--- config.mk ---
export PLATFORM = sky130hd
export DESIGN_NAME = radio_cfg_regs
export DESIGN_NICKNAME = d
export VERILOG_FILES = /design/src/design/radio_cfg_pkg.sv /design/src/design/radio_cfg_regs.sv /design/src/design/gain_decode.sv
export VERILOG_INCLUDE_DIRS = /design/src /design/src/design
export SDC_FILE = /design/constraint.sdc
export NUM_CORES = 1
export LEC_CHECK = 0
export ABC_CLOCK_PERIOD_IN_PS = 2000
export BUFFER_PORTS_ARGS = -buffer_cell sky130_fd_sc_hd__buf_2
export CAP_MARGIN = 40
export CORE_MARGIN = 3
export CORE_UTILIZATION = 50
export DETAILED_ROUTE_END_ITERATION = 7
export PLACE_DENSITY = 0.83
export SETUP_SLACK_MARGIN = 0.4
export SYNTH_ARGS = -nofsm -noshare
export SYNTH_HDL_FRONTEND = slang
export SYNTH_SLANG_ARGS = --single-unit
--- constraint.sdc ---
create_clock -name aclk -period 2 [get_ports aclk]
set_input_delay 0.2 -clock aclk [delete_from_list [all_inputs] [get_ports aclk]]
set_output_delay 0.2 -clock aclk [all_outputs]
set_load 0.05 [all_outputs]
--- src/design/radio_cfg_consts.svh ---
// constants of the modem configuration register bank
// assumes: included by bare name from every design file that needs it
`ifndef RADIO_CFG_CONSTS_SVH
`define RADIO_CFG_CONSTS_SVH

// ------------------------------------------------------------
// register indices and byte addresses (byte address = 4 x index)
// ------------------------------------------------------------
`define BW_MOD_IDX 10'h115
`define CORR_MODE_IDX 10'h116
`define CORR_GAIN_IDX 10'h117
`define CFG_STATUS_IDX 10'h120
`define ADDR_LSB_ZERO 2'h0
`define AXI_ADDR_W 12

// ------------------------------------------------------------
// reset values
// ------------------------------------------------------------
`define BW_MOD_RST 8'h00
`define CORR_MODE_RST 8'h08
`define CORR_GAIN_RST 8'h37

// ------------------------------------------------------------
// field codes
// ------------------------------------------------------------
`define IF_BW_100K 2'h0
`define IF_BW_150K 2'h1
`define IF_BW_200K 2'h2
`define IF_BW_300K 2'h3
`define TX_MOD_FSK 3'h0
`define TX_MOD_GFSK 3'h1
`define TX_MOD_OOK 3'h2
`define TX_MOD_CARRIER 3'h3
`define RX_DEMOD_FSK 3'h0
`define RX_DEMOD_OOK 3'h2
`define LOCK_FREE 2'h0
`define LOCK_DISABLED 2'h1
`define LOCK_HOLD 2'h2
`define LOCK_ON_DETECT 2'h3

// ------------------------------------------------------------
// frequencies in kHz
// ------------------------------------------------------------
`define KHZ_100 9'h064
`define KHZ_150 9'h096
`define KHZ_200 9'h0c8
`define KHZ_300 9'h12c

// ------------------------------------------------------------
// bus answers and status bit positions
// ------------------------------------------------------------
`define RESP_OKAY 2'h0
`define RESP_SLVERR 2'h2
`define ST_FROZEN 0
`define ST_IF_SHIFT 1
`define ST_TX_RSVD 2
`define ST_RX_RSVD 3
`define ST_OOK 4
`define ST_FREE 5

`endif

--- src/design/radio_cfg_pkg.sv ---
// types of the modem configuration register bank
// assumes: the constants header is compiled alongside
package radio_cfg_pkg;

   // ------------------------------------------------------------
   // register layouts
   // ------------------------------------------------------------
   typedef struct packed {
      logic [1:0] if_filter_bw_sel;
      logic [2:0] tx_modulation_sel;
      logic [2:0] rx_demodulation_sel;
   } bw_mod_cfg_t;

   typedef struct packed {
      logic [2:0] reserved;
      logic freq_corr_polarity;
      logic [1:0] freq_corr_scheme;
      logic [1:0] freq_corr_lock_sel;
   } corr_mode_cfg_t;

   typedef struct packed {
      logic [3:0] freq_corr_prop_gain;
      logic [3:0] freq_corr_int_gain;
   } corr_gain_cfg_t;

   // proportional and integral gains of one pi loop
   typedef struct packed {
      logic [15:0] prop;
      logic [15:0] integ;
   } loop_gain_t;

   // frequency correction loop state
   typedef enum logic [3:0] {
      CORR_OFF = 4'b0001,
      CORR_RUN = 4'b0010,
      CORR_HOLD = 4'b0100,
      CORR_FROZEN = 4'b1000
   } corr_state_t;

endpackage : radio_cfg_pkg

--- src/design/radio_cfg_regs.sv ---
// modem configuration bank: filter bandwidth, modulation, frequency correction
// assumes: axi4-lite master on aclk; detector pulses come from logic on aclk
`timescale 1ns/10ps
`default_nettype none
`include "radio_cfg_consts.svh"

module radio_cfg_regs
   import radio_cfg_pkg::*;
(
   input wire logic aclk,
   input wire logic aresetn,
   input wire logic [11:0] awaddr,
   input wire logic awvalid,
   output logic awready,
   input wire logic [31:0] wdata,
   input wire logic [3:0] wstrb,
   input wire logic wvalid,
   output logic wready,
   output logic [1:0] bresp,
   output logic bvalid,
   input wire logic bready,
   input wire logic [11:0] araddr,
   input wire logic arvalid,
   output logic arready,
   output logic [31:0] rdata,
   output logic [1:0] rresp,
   output logic rvalid,
   input wire logic rready,
   input wire logic preamble_found,
   input wire logic sync_found,
   input wire logic preamble_match_zero,
   input wire logic rx_restart,
   output logic [8:0] if_bw_khz,
   output logic [8:0] if_freq_khz,
   output logic tx_fsk,
   output logic tx_gfsk,
   output logic tx_ook,
   output logic tx_carrier,
   output logic tx_mod_reserved,
   output logic rx_fsk,
   output logic rx_ook,
   output logic rx_demod_reserved,
   output logic freq_corr_enable,
   output logic freq_corr_update,
   output logic freq_corr_frozen,
   output loop_gain_t freq_corr_gain,
   output loop_gain_t ook_thresh_gain
);

   // ------------------------------------------------------------
   // storage and internal signals
   // ------------------------------------------------------------
   bw_mod_cfg_t bw_mod;
   corr_mode_cfg_t corr_mode;
   corr_gain_cfg_t corr_gain;
   corr_state_t corr_state;
   corr_state_t next_corr_state;
   logic aw_held;
   logic w_held;
   logic [11:0] aw_addr;
   logic [7:0] w_byte;
   logic w_lane0;
   logic do_write;
   logic [15:0] prop_gain;
   logic [15:0] int_gain;
   logic ook_sel;
   logic [7:0] status;
   logic [31:0] read_word;
   logic read_hit;

   // ------------------------------------------------------------
   // write channels: address and data taken in either order
   // ------------------------------------------------------------
   assign do_write = aw_held && w_held && !bvalid;

   // write address acceptance
   always_ff @(posedge aclk) begin
      if (!aresetn) begin
         awready <= 1'b0;
         aw_held <= 1'b0;
         aw_addr <= 12'h000;
      end else if (awvalid && awready) begin
         awready <= 1'b0;
         aw_held <= 1'b1;
         aw_addr <= awaddr;
      end else begin
         if (do_write) begin
            aw_held <= 1'b0;
         end
         awready <= !aw_held && !bvalid;
      end
   end

   // write data acceptance, only byte lane 0 carries a register
   always_ff @(posedge aclk) begin
      if (!aresetn) begin
         wready <= 1'b0;
         w_held <= 1'b0;
         w_byte <= 8'h00;
         w_lane0 <= 1'b0;
      end else if (wvalid && wready) begin
         wready <= 1'b0;
         w_held <= 1'b1;
         w_byte <= wdata[7:0];
         w_lane0 <= wstrb[0];
      end else begin
         if (do_write) begin
            w_held <= 1'b0;
         end
         wready <= !w_held && !bvalid;
      end
   end

   // write response, slverr on an unmapped address
   always_ff @(posedge aclk) begin
      if (!aresetn) begin
         bvalid <= 1'b0;
         bresp <= `RESP_OKAY;
      end else if (do_write) begin
         bvalid <= 1'b1;
         case (aw_addr)
            {`BW_MOD_IDX, `ADDR_LSB_ZERO},
            {`CORR_MODE_IDX, `ADDR_LSB_ZERO},
            {`CORR_GAIN_IDX, `ADDR_LSB_ZERO},
            {`CFG_STATUS_IDX, `ADDR_LSB_ZERO}: bresp <= `RESP_OKAY;
            default: bresp <= `RESP_SLVERR;
         endcase
      end else if (bvalid && bready) begin
         bvalid <= 1'b0;
      end
   end

   // ------------------------------------------------------------
   // configuration registers
   // ------------------------------------------------------------
   // software writes land here; reserved codes are stored as written
   always_ff @(posedge aclk) begin
      if (!aresetn) begin
         bw_mod <= `BW_MOD_RST;
         corr_mode <= `CORR_MODE_RST;
         corr_gain <= `CORR_GAIN_RST;
      end else if (do_write && w_lane0) begin
         if (aw_addr == {`BW_MOD_IDX, `ADDR_LSB_ZERO}) begin
            bw_mod <= w_byte;
         end
         if (aw_addr == {`CORR_MODE_IDX, `ADDR_LSB_ZERO}) begin
            corr_mode <= w_byte;
         end
         if (aw_addr == {`CORR_GAIN_IDX, `ADDR_LSB_ZERO}) begin
            corr_gain <= w_byte;
         end
      end
   end

   // ------------------------------------------------------------
   // read channel
   // ------------------------------------------------------------
   // status word shows the block's own decoded state
   always_comb begin
      status = 8'h00;
      status[`ST_FROZEN] = freq_corr_frozen;
      status[`ST_IF_SHIFT] = (if_freq_khz == `KHZ_300);
      status[`ST_TX_RSVD] = tx_mod_reserved;
      status[`ST_RX_RSVD] = rx_demod_reserved;
      status[`ST_OOK] = ook_sel;
      status[`ST_FREE] = (corr_state == CORR_RUN);
   end

   // read mux
   always_comb begin
      read_word = 32'h0000_0000;
      read_hit = 1'b1;
      case (araddr)
         {`BW_MOD_IDX, `ADDR_LSB_ZERO}: read_word[7:0] = bw_mod;
         {`CORR_MODE_IDX, `ADDR_LSB_ZERO}: read_word[7:0] = corr_mode;
         {`CORR_GAIN_IDX, `ADDR_LSB_ZERO}: read_word[7:0] = corr_gain;
         {`CFG_STATUS_IDX, `ADDR_LSB_ZERO}: read_word[7:0] = status;
         default: read_hit = 1'b0;
      endcase
   end

   // read address acceptance and data
   always_ff @(posedge aclk) begin
      if (!aresetn) begin
         arready <= 1'b0;
         rvalid <= 1'b0;
         rdata <= 32'h0000_0000;
         rresp <= `RESP_OKAY;
      end else if (arvalid && arready) begin
         arready <= 1'b0;
         rvalid <= 1'b1;
         rdata <= read_word;
         rresp <= read_hit ? `RESP_OKAY : `RESP_SLVERR;
      end else if (rvalid && rready) begin
         rvalid <= 1'b0;
      end else begin
         arready <= !rvalid;
      end
   end

   // ------------------------------------------------------------
   // filter bandwidth and intermediate frequency
   // ------------------------------------------------------------
   always_ff @(posedge aclk) begin
      if (!aresetn) begin
         if_bw_khz <= `KHZ_100;
         if_freq_khz <= `KHZ_200;
      end else begin
         unique case (bw_mod.if_filter_bw_sel)
            `IF_BW_100K: if_bw_khz <= `KHZ_100;
            `IF_BW_150K: if_bw_khz <= `KHZ_150;
            `IF_BW_200K: if_bw_khz <= `KHZ_200;
            `IF_BW_300K: if_bw_khz <= `KHZ_300;
         endcase
         // the widest filter needs the higher IF to keep the image clear
         if_freq_khz <= (bw_mod.if_filter_bw_sel == `IF_BW_300K) ? `KHZ_300 : `KHZ_200;
      end
   end

   // ------------------------------------------------------------
   // modulation and demodulation selects
   // ------------------------------------------------------------
   assign ook_sel = (bw_mod.rx_demodulation_sel == `RX_DEMOD_OOK);

   // one-hot scheme outputs; reserved codes raise the reserved flag
   always_ff @(posedge aclk) begin
      if (!aresetn) begin
         tx_fsk <= 1'b1;
         tx_gfsk <= 1'b0;
         tx_ook <= 1'b0;
         tx_carrier <= 1'b0;
         tx_mod_reserved <= 1'b0;
         rx_fsk <= 1'b1;
         rx_ook <= 1'b0;
         rx_demod_reserved <= 1'b0;
      end else begin
         tx_fsk <= (bw_mod.tx_modulation_sel == `TX_MOD_FSK);
         tx_gfsk <= (bw_mod.tx_modulation_sel == `TX_MOD_GFSK);
         tx_ook <= (bw_mod.tx_modulation_sel == `TX_MOD_OOK);
         tx_carrier <= (bw_mod.tx_modulation_sel == `TX_MOD_CARRIER);
         tx_mod_reserved <= bw_mod.tx_modulation_sel[2];
         rx_fsk <= (bw_mod.rx_demodulation_sel == `RX_DEMOD_FSK);
         rx_ook <= ook_sel;
         rx_demod_reserved <= !ook_sel && (bw_mod.rx_demodulation_sel != `RX_DEMOD_FSK);
      end
   end

   // ------------------------------------------------------------
   // frequency correction loop control
   // ------------------------------------------------------------
   // next state from the lock field and the detector pulses
   always_comb begin
      next_corr_state = CORR_RUN;
      unique case (corr_mode.freq_corr_lock_sel)
         `LOCK_FREE: next_corr_state = CORR_RUN;
         `LOCK_DISABLED: next_corr_state = CORR_OFF;
         `LOCK_HOLD: next_corr_state = CORR_HOLD;
         `LOCK_ON_DETECT: begin
            // a freeze lasts until the receiver restarts its search
            if (corr_state == CORR_FROZEN && !rx_restart) begin
               next_corr_state = CORR_FROZEN;
            end else if (preamble_found || (sync_found && preamble_match_zero)) begin
               next_corr_state = CORR_FROZEN;
            end else begin
               next_corr_state = CORR_RUN;
            end
         end
      endcase
   end

   // state register and its flopped views
   always_ff @(posedge aclk) begin
      if (!aresetn) begin
         corr_state <= CORR_RUN;
         freq_corr_enable <= 1'b1;
         freq_corr_update <= 1'b1;
         freq_corr_frozen <= 1'b0;
      end else begin
         corr_state <= next_corr_state;
         freq_corr_enable <= (next_corr_state != CORR_OFF);
         freq_corr_update <= (next_corr_state == CORR_RUN);
         freq_corr_frozen <= (next_corr_state == CORR_FROZEN);
      end
   end

   // ------------------------------------------------------------
   // loop gains
   // ------------------------------------------------------------
   gain_decode prop_decode (
      .aclk(aclk),
      .aresetn(aresetn),
      .code(corr_gain.freq_corr_prop_gain),
      .gain(prop_gain)
   );

   gain_decode int_decode (
      .aclk(aclk),
      .aresetn(aresetn),
      .code(corr_gain.freq_corr_int_gain),
      .gain(int_gain)
   );

   // the gains feed one loop only; the idle loop sees zero
   always_ff @(posedge aclk) begin
      if (!aresetn) begin
         freq_corr_gain <= '0;
         ook_thresh_gain <= '0;
      end else if (ook_sel) begin
         freq_corr_gain <= '0;
         ook_thresh_gain.prop <= prop_gain;
         ook_thresh_gain.integ <= int_gain;
      end else begin
         freq_corr_gain.prop <= prop_gain;
         freq_corr_gain.integ <= int_gain;
         ook_thresh_gain <= '0;
      end
   end

endmodule : radio_cfg_regs

`default_nettype wire

--- src/design/gain_decode.sv ---
// turns a four-bit exponent field into a power-of-two gain
// assumes: code comes from a register on the same clock
`timescale 1ns/10ps
`default_nettype none

module gain_decode (
   input wire logic aclk,
   input wire logic aresetn,
   input wire logic [3:0] code,
   output logic [15:0] gain
);

   // ------------------------------------------------------------
   // registered decode: gain = 2 ** code
   // ------------------------------------------------------------
   always_ff @(posedge aclk) begin
      if (!aresetn) begin
         gain <= 16'h0001;
      end else begin
         gain <= 16'h0001 << code;
      end
   end

endmodule : gain_decode

`default_nettype wire

==> impl_metrics.csv <==
group,metric,value,unit
power,p_leak,3.419,nW
floorplan,die_h,118.7,um
power,sw_frac_of_total,23.66,%
grt,grt_overflow_total,0,
sta,hold_viol_final,0,
sta,rsz0062_at_grt,"true",
floorplan,fp-row-count,40,
hold_path,hold_end,"w_byte[1]",
clock_tree,clk_pin_slew,0.07,ns
synthesis,synth_top_area_cell,"dfxtp_1",
power,p_comb_share,5.9,%
detailed_routing,num_vias,4670,
run_status,status,"finished, final reports clean",
placement,io_buffers,146,
detailed_routing,vias_per_cell,4.844,
synthesis,seq_area_frac_synth,57.37,%
detailed_routing,firstDrtPassIters,4,
floorplan,start_util,52.01,%
setup_path,cp_cell_sequence,"nor4b_4, buf_4, nand4_4, nor3_4, buf_12, mux2i_1",
cells_and_area,layout-drive-gt1-share,26.51,%
power,clock_power_share,44.2,%
power,fin_total_pwr,7.411,mW
sta,setup_tns,0,ns
synthesis,async_flop_share,0,%
setup_path,required,2.36,ns
hold_path,min_from,"wdata[1]",
placement,gp_congestion,0.8490,
synthesis,yosysMostFrequentCell,"dfxtp_1",
cells_and_area,diodes,0,
floorplan,die_x,118.7,um
synthesis,syn_avg_cell_area,10.08,sq um
power,p_sw,1.753,mW
setup_path,cp-start-kind,"flip-flop",
sta,skew,0.01403,ns
power,power.internal,5.657,mW
clock_tree,cts.path.max_buffers,2,
setup_path,path_class,"flip-flop to flip-flop",
placement,placedCellCount,918,
synthesis,synth-main-ff-cell,"dfxtp_1",
sta,max-slew-margin-rel,61.87,%
setup_path,critPathBufInv,2,
clock_tree,clkSinkCount,182,
floorplan,core-area,12210,sq um
clock_tree,numCtsBuffers,17,
grt,track_usage,19.18,%
power,p_seq_share,49.9,%
clock_tree,htreeDepth,4,
setup_path,cp-end-kind,"flip-flop",
synthesis,netlist.area_leader.share,57.37,%
setup_path,cpMaxStageDelayCell,"dfxtp_1",
detailed_routing,drc,0,
hold_path,min_path_type,"primary input to flip-flop",
detailed_routing,wl_per_cell,13.76,um
sta,period_needed,1.528,ns
setup_path,worstRegToRegCells,6,
synthesis,synth.area.top_cells,"dfxtp_1 (57%), and2_1 (7.0%), nand2_1 (4.5%)",
hold_path,min_path_cells,3,
floorplan,io_pins,205,
cells_and_area,final_net_count,858,
setup_path,critPathTopFamily,"simple AND/OR/NAND/NOR gates",
sta,setup_violations,0,
placement,dp_hpwl,9.295,mm
grt,antenna_found_initial,1,
sta,drv_slew,0,
setup_path,crit_arrival,1.89,ns
cells_and_area,layoutNonFillerInstCount,964,
floorplan,fp.dieArea,14090,sq um
clock_tree,clk_latency,0.43,ns
grt,grt_pass1_wl,21.53,mm
synthesis,synth_commonest_cells,"dfxtp_1 (182), nand2_1 (76), and2_1 (71)",
detailed_routing,drt_iter0_markers,270,
clock_tree,cts-root-buf,"clkbuf_16",
setup_path,path_max_fanout,5,
setup_path,r2r_start,"aw_addr[9]",
synthesis,synthCells,630,
sta,tightest_slew,0.5719,ns
synthesis,synth_area,6351,sq um
sta,finalCritPeriodShare,76.38,%
setup_path,slowest_delay,0.33,ns
cells_and_area,area_growth,23.33,%
sta,max_freq,0.6546,GHz
synthesis,synth_seq_cells,182,
setup_path,rrSetupSlack,0.47,ns
power,ir_worst_vdd,483.5,uV
power,power_density,946.1,nW/um^2
flow_run,maxCapViolCount,0,
grt,grt_max_degree,34,
setup_path,reg2reg_to,"corr_mode[6]",
clock_tree,cts_tree,"built",
detailed_routing,ant_nets,0,
synthesis,synth-edff-count,0,
grt,grt_pass1_vias,4334,
synthesis,synth_warnings,0,
detailed_routing,drt-total-wl,13.27,mm
synthesis,ys_types,55,
[power by group through the flow]
stage          sequential [mW]  clock [mW]  combinational (mW)
2_1_floorplan             3.82           0               0.322
3_3_place_gp              3.78           0               0.412
3_5_place_dp              3.78           0               0.415
4_1_cts                   3.70        3.33               0.431
5_1_grt                   3.70        3.50               0.469
6_report                  3.70        3.27               0.436
[metal layers]
layer / share of wire, % / vias to the layer above / GRT usage, % / routed length [um]
met5: 0.098 / - / 0 / 13
met4: 1.3 / 2 / 6.300 / 174
met3: 6.0 / 19 / 5.502 / 792
met2: 50 / 158 / 33.00 / 6628
met1: 43 / 2108 / 23.06 / 5660
li1: - / 2383 / - / -
[sequential cells by signal, summed over array words and instances, names as in the netlist, 2 cells and up]
register          count
if_bw_khz             7
corr_mode             8
corr_state            4
w_byte                8
int_decode.gain      16
rdata                 8
ook_thresh_gain      32
prop_decode.gain     16
bw_mod                8
freq_corr_gain       32
if_freq_khz           2
aw_addr              12
corr_gain             8
[area by class of cell]
cell class / instances / area, sq um
Multi-Input combinational cell: 405 / 2420
Inverter: 10 / 41.29
Fill cell: 1001 / 4379
Timing Repair Buffer: 167 / 929.6
Sequential cell: 182 / 3646
Clock buffer: 18 / 439.2
Tap cell: 168 / 210.2
Clock inverter: 14 / 146.4
[what timing repair did]
action / CTS / global route
pin swaps: 4 / 2
hold buffers: 9 / 1
hold endpoints to repair: 9 / 1
setup buffers: 4 / 0
setup endpoints to repair: 21 / 20
resized for setup: 2 / 11
cloned: 0 / 0
[metrics by stage]
stage / hold slack, ns / cell area, sq um / utilization (%) / setup WS [ns]
detailed placement: 0.4303 / 7077 / 57.95 / 0.3406
CTS: 0.00005679 / 7802 / 63.89 / 0.4066
finish: 0.001151 / 7833 / 64.14 / 0.4724
floorplan: 0.3360 / 6461 / - / 0.4581
global route: 0.006704 / 7833 / 64.14 / 0.3846
global placement: 0.4258 / 7077 / 57.95 / 0.3647
[worst reg2reg max path: stages (launching register included)]
cell and delay (ns):
dfxtp_1 0.33, nor4b_4 0.26, buf_4 0.18, nand4_4 0.14, nor3_4 0.22, buf_12 0.15
mux2i_1 0.17
[worst max path at each step]
| stage | startpoint | to | slack (ns) | cells past startpoint |
|---|---|---|---|---|
| 2_1_floorplan | arready | rdata[5] | 0.46 | 3 |
| 3_3_place_gp | aw_addr[5] | corr_gain[6] | 0.36 | 4 |
| 3_5_place_dp | aw_addr[5] | corr_mode[7] | 0.34 | 4 |
| 4_1_cts | aw_addr[11] | bw_mod[2] | 0.41 | 5 |
| 5_1_grt | aw_addr[9] | corr_mode[5] | 0.38 | 6 |
| 6_report | aw_addr[9] | corr_mode[6] | 0.47 | 6 |
[cells by family (layout without fill, tap and decap cells)]
group                    after synthesis  count (layout)  synth area share (%)
buffers and inverters                 72             209                 6.600
other                                  2              31                0.1182
AND/OR/NAND/NOR                      267             267                 23.50
flip-flops                           182             182                 57.37
multiplexers                          20              20                 3.191
adder cells (fa/ha/maj)                4               4                0.7881
AO/OA/AOI/OAI                         83              83                 8.432
[cells in the final DEF (no fill, tap or decap), types with 13 or more instances in the layout]
cell type and count:
nand2_1 76, mux2i_1 18, buf_2 146, dfxtp_1 180
conb_1 31, nor2_1 38, clkbuf_16 17, nand3_1 13
and2_1 71, a21oi_1 36
Power figures use the tool's default switching activity.
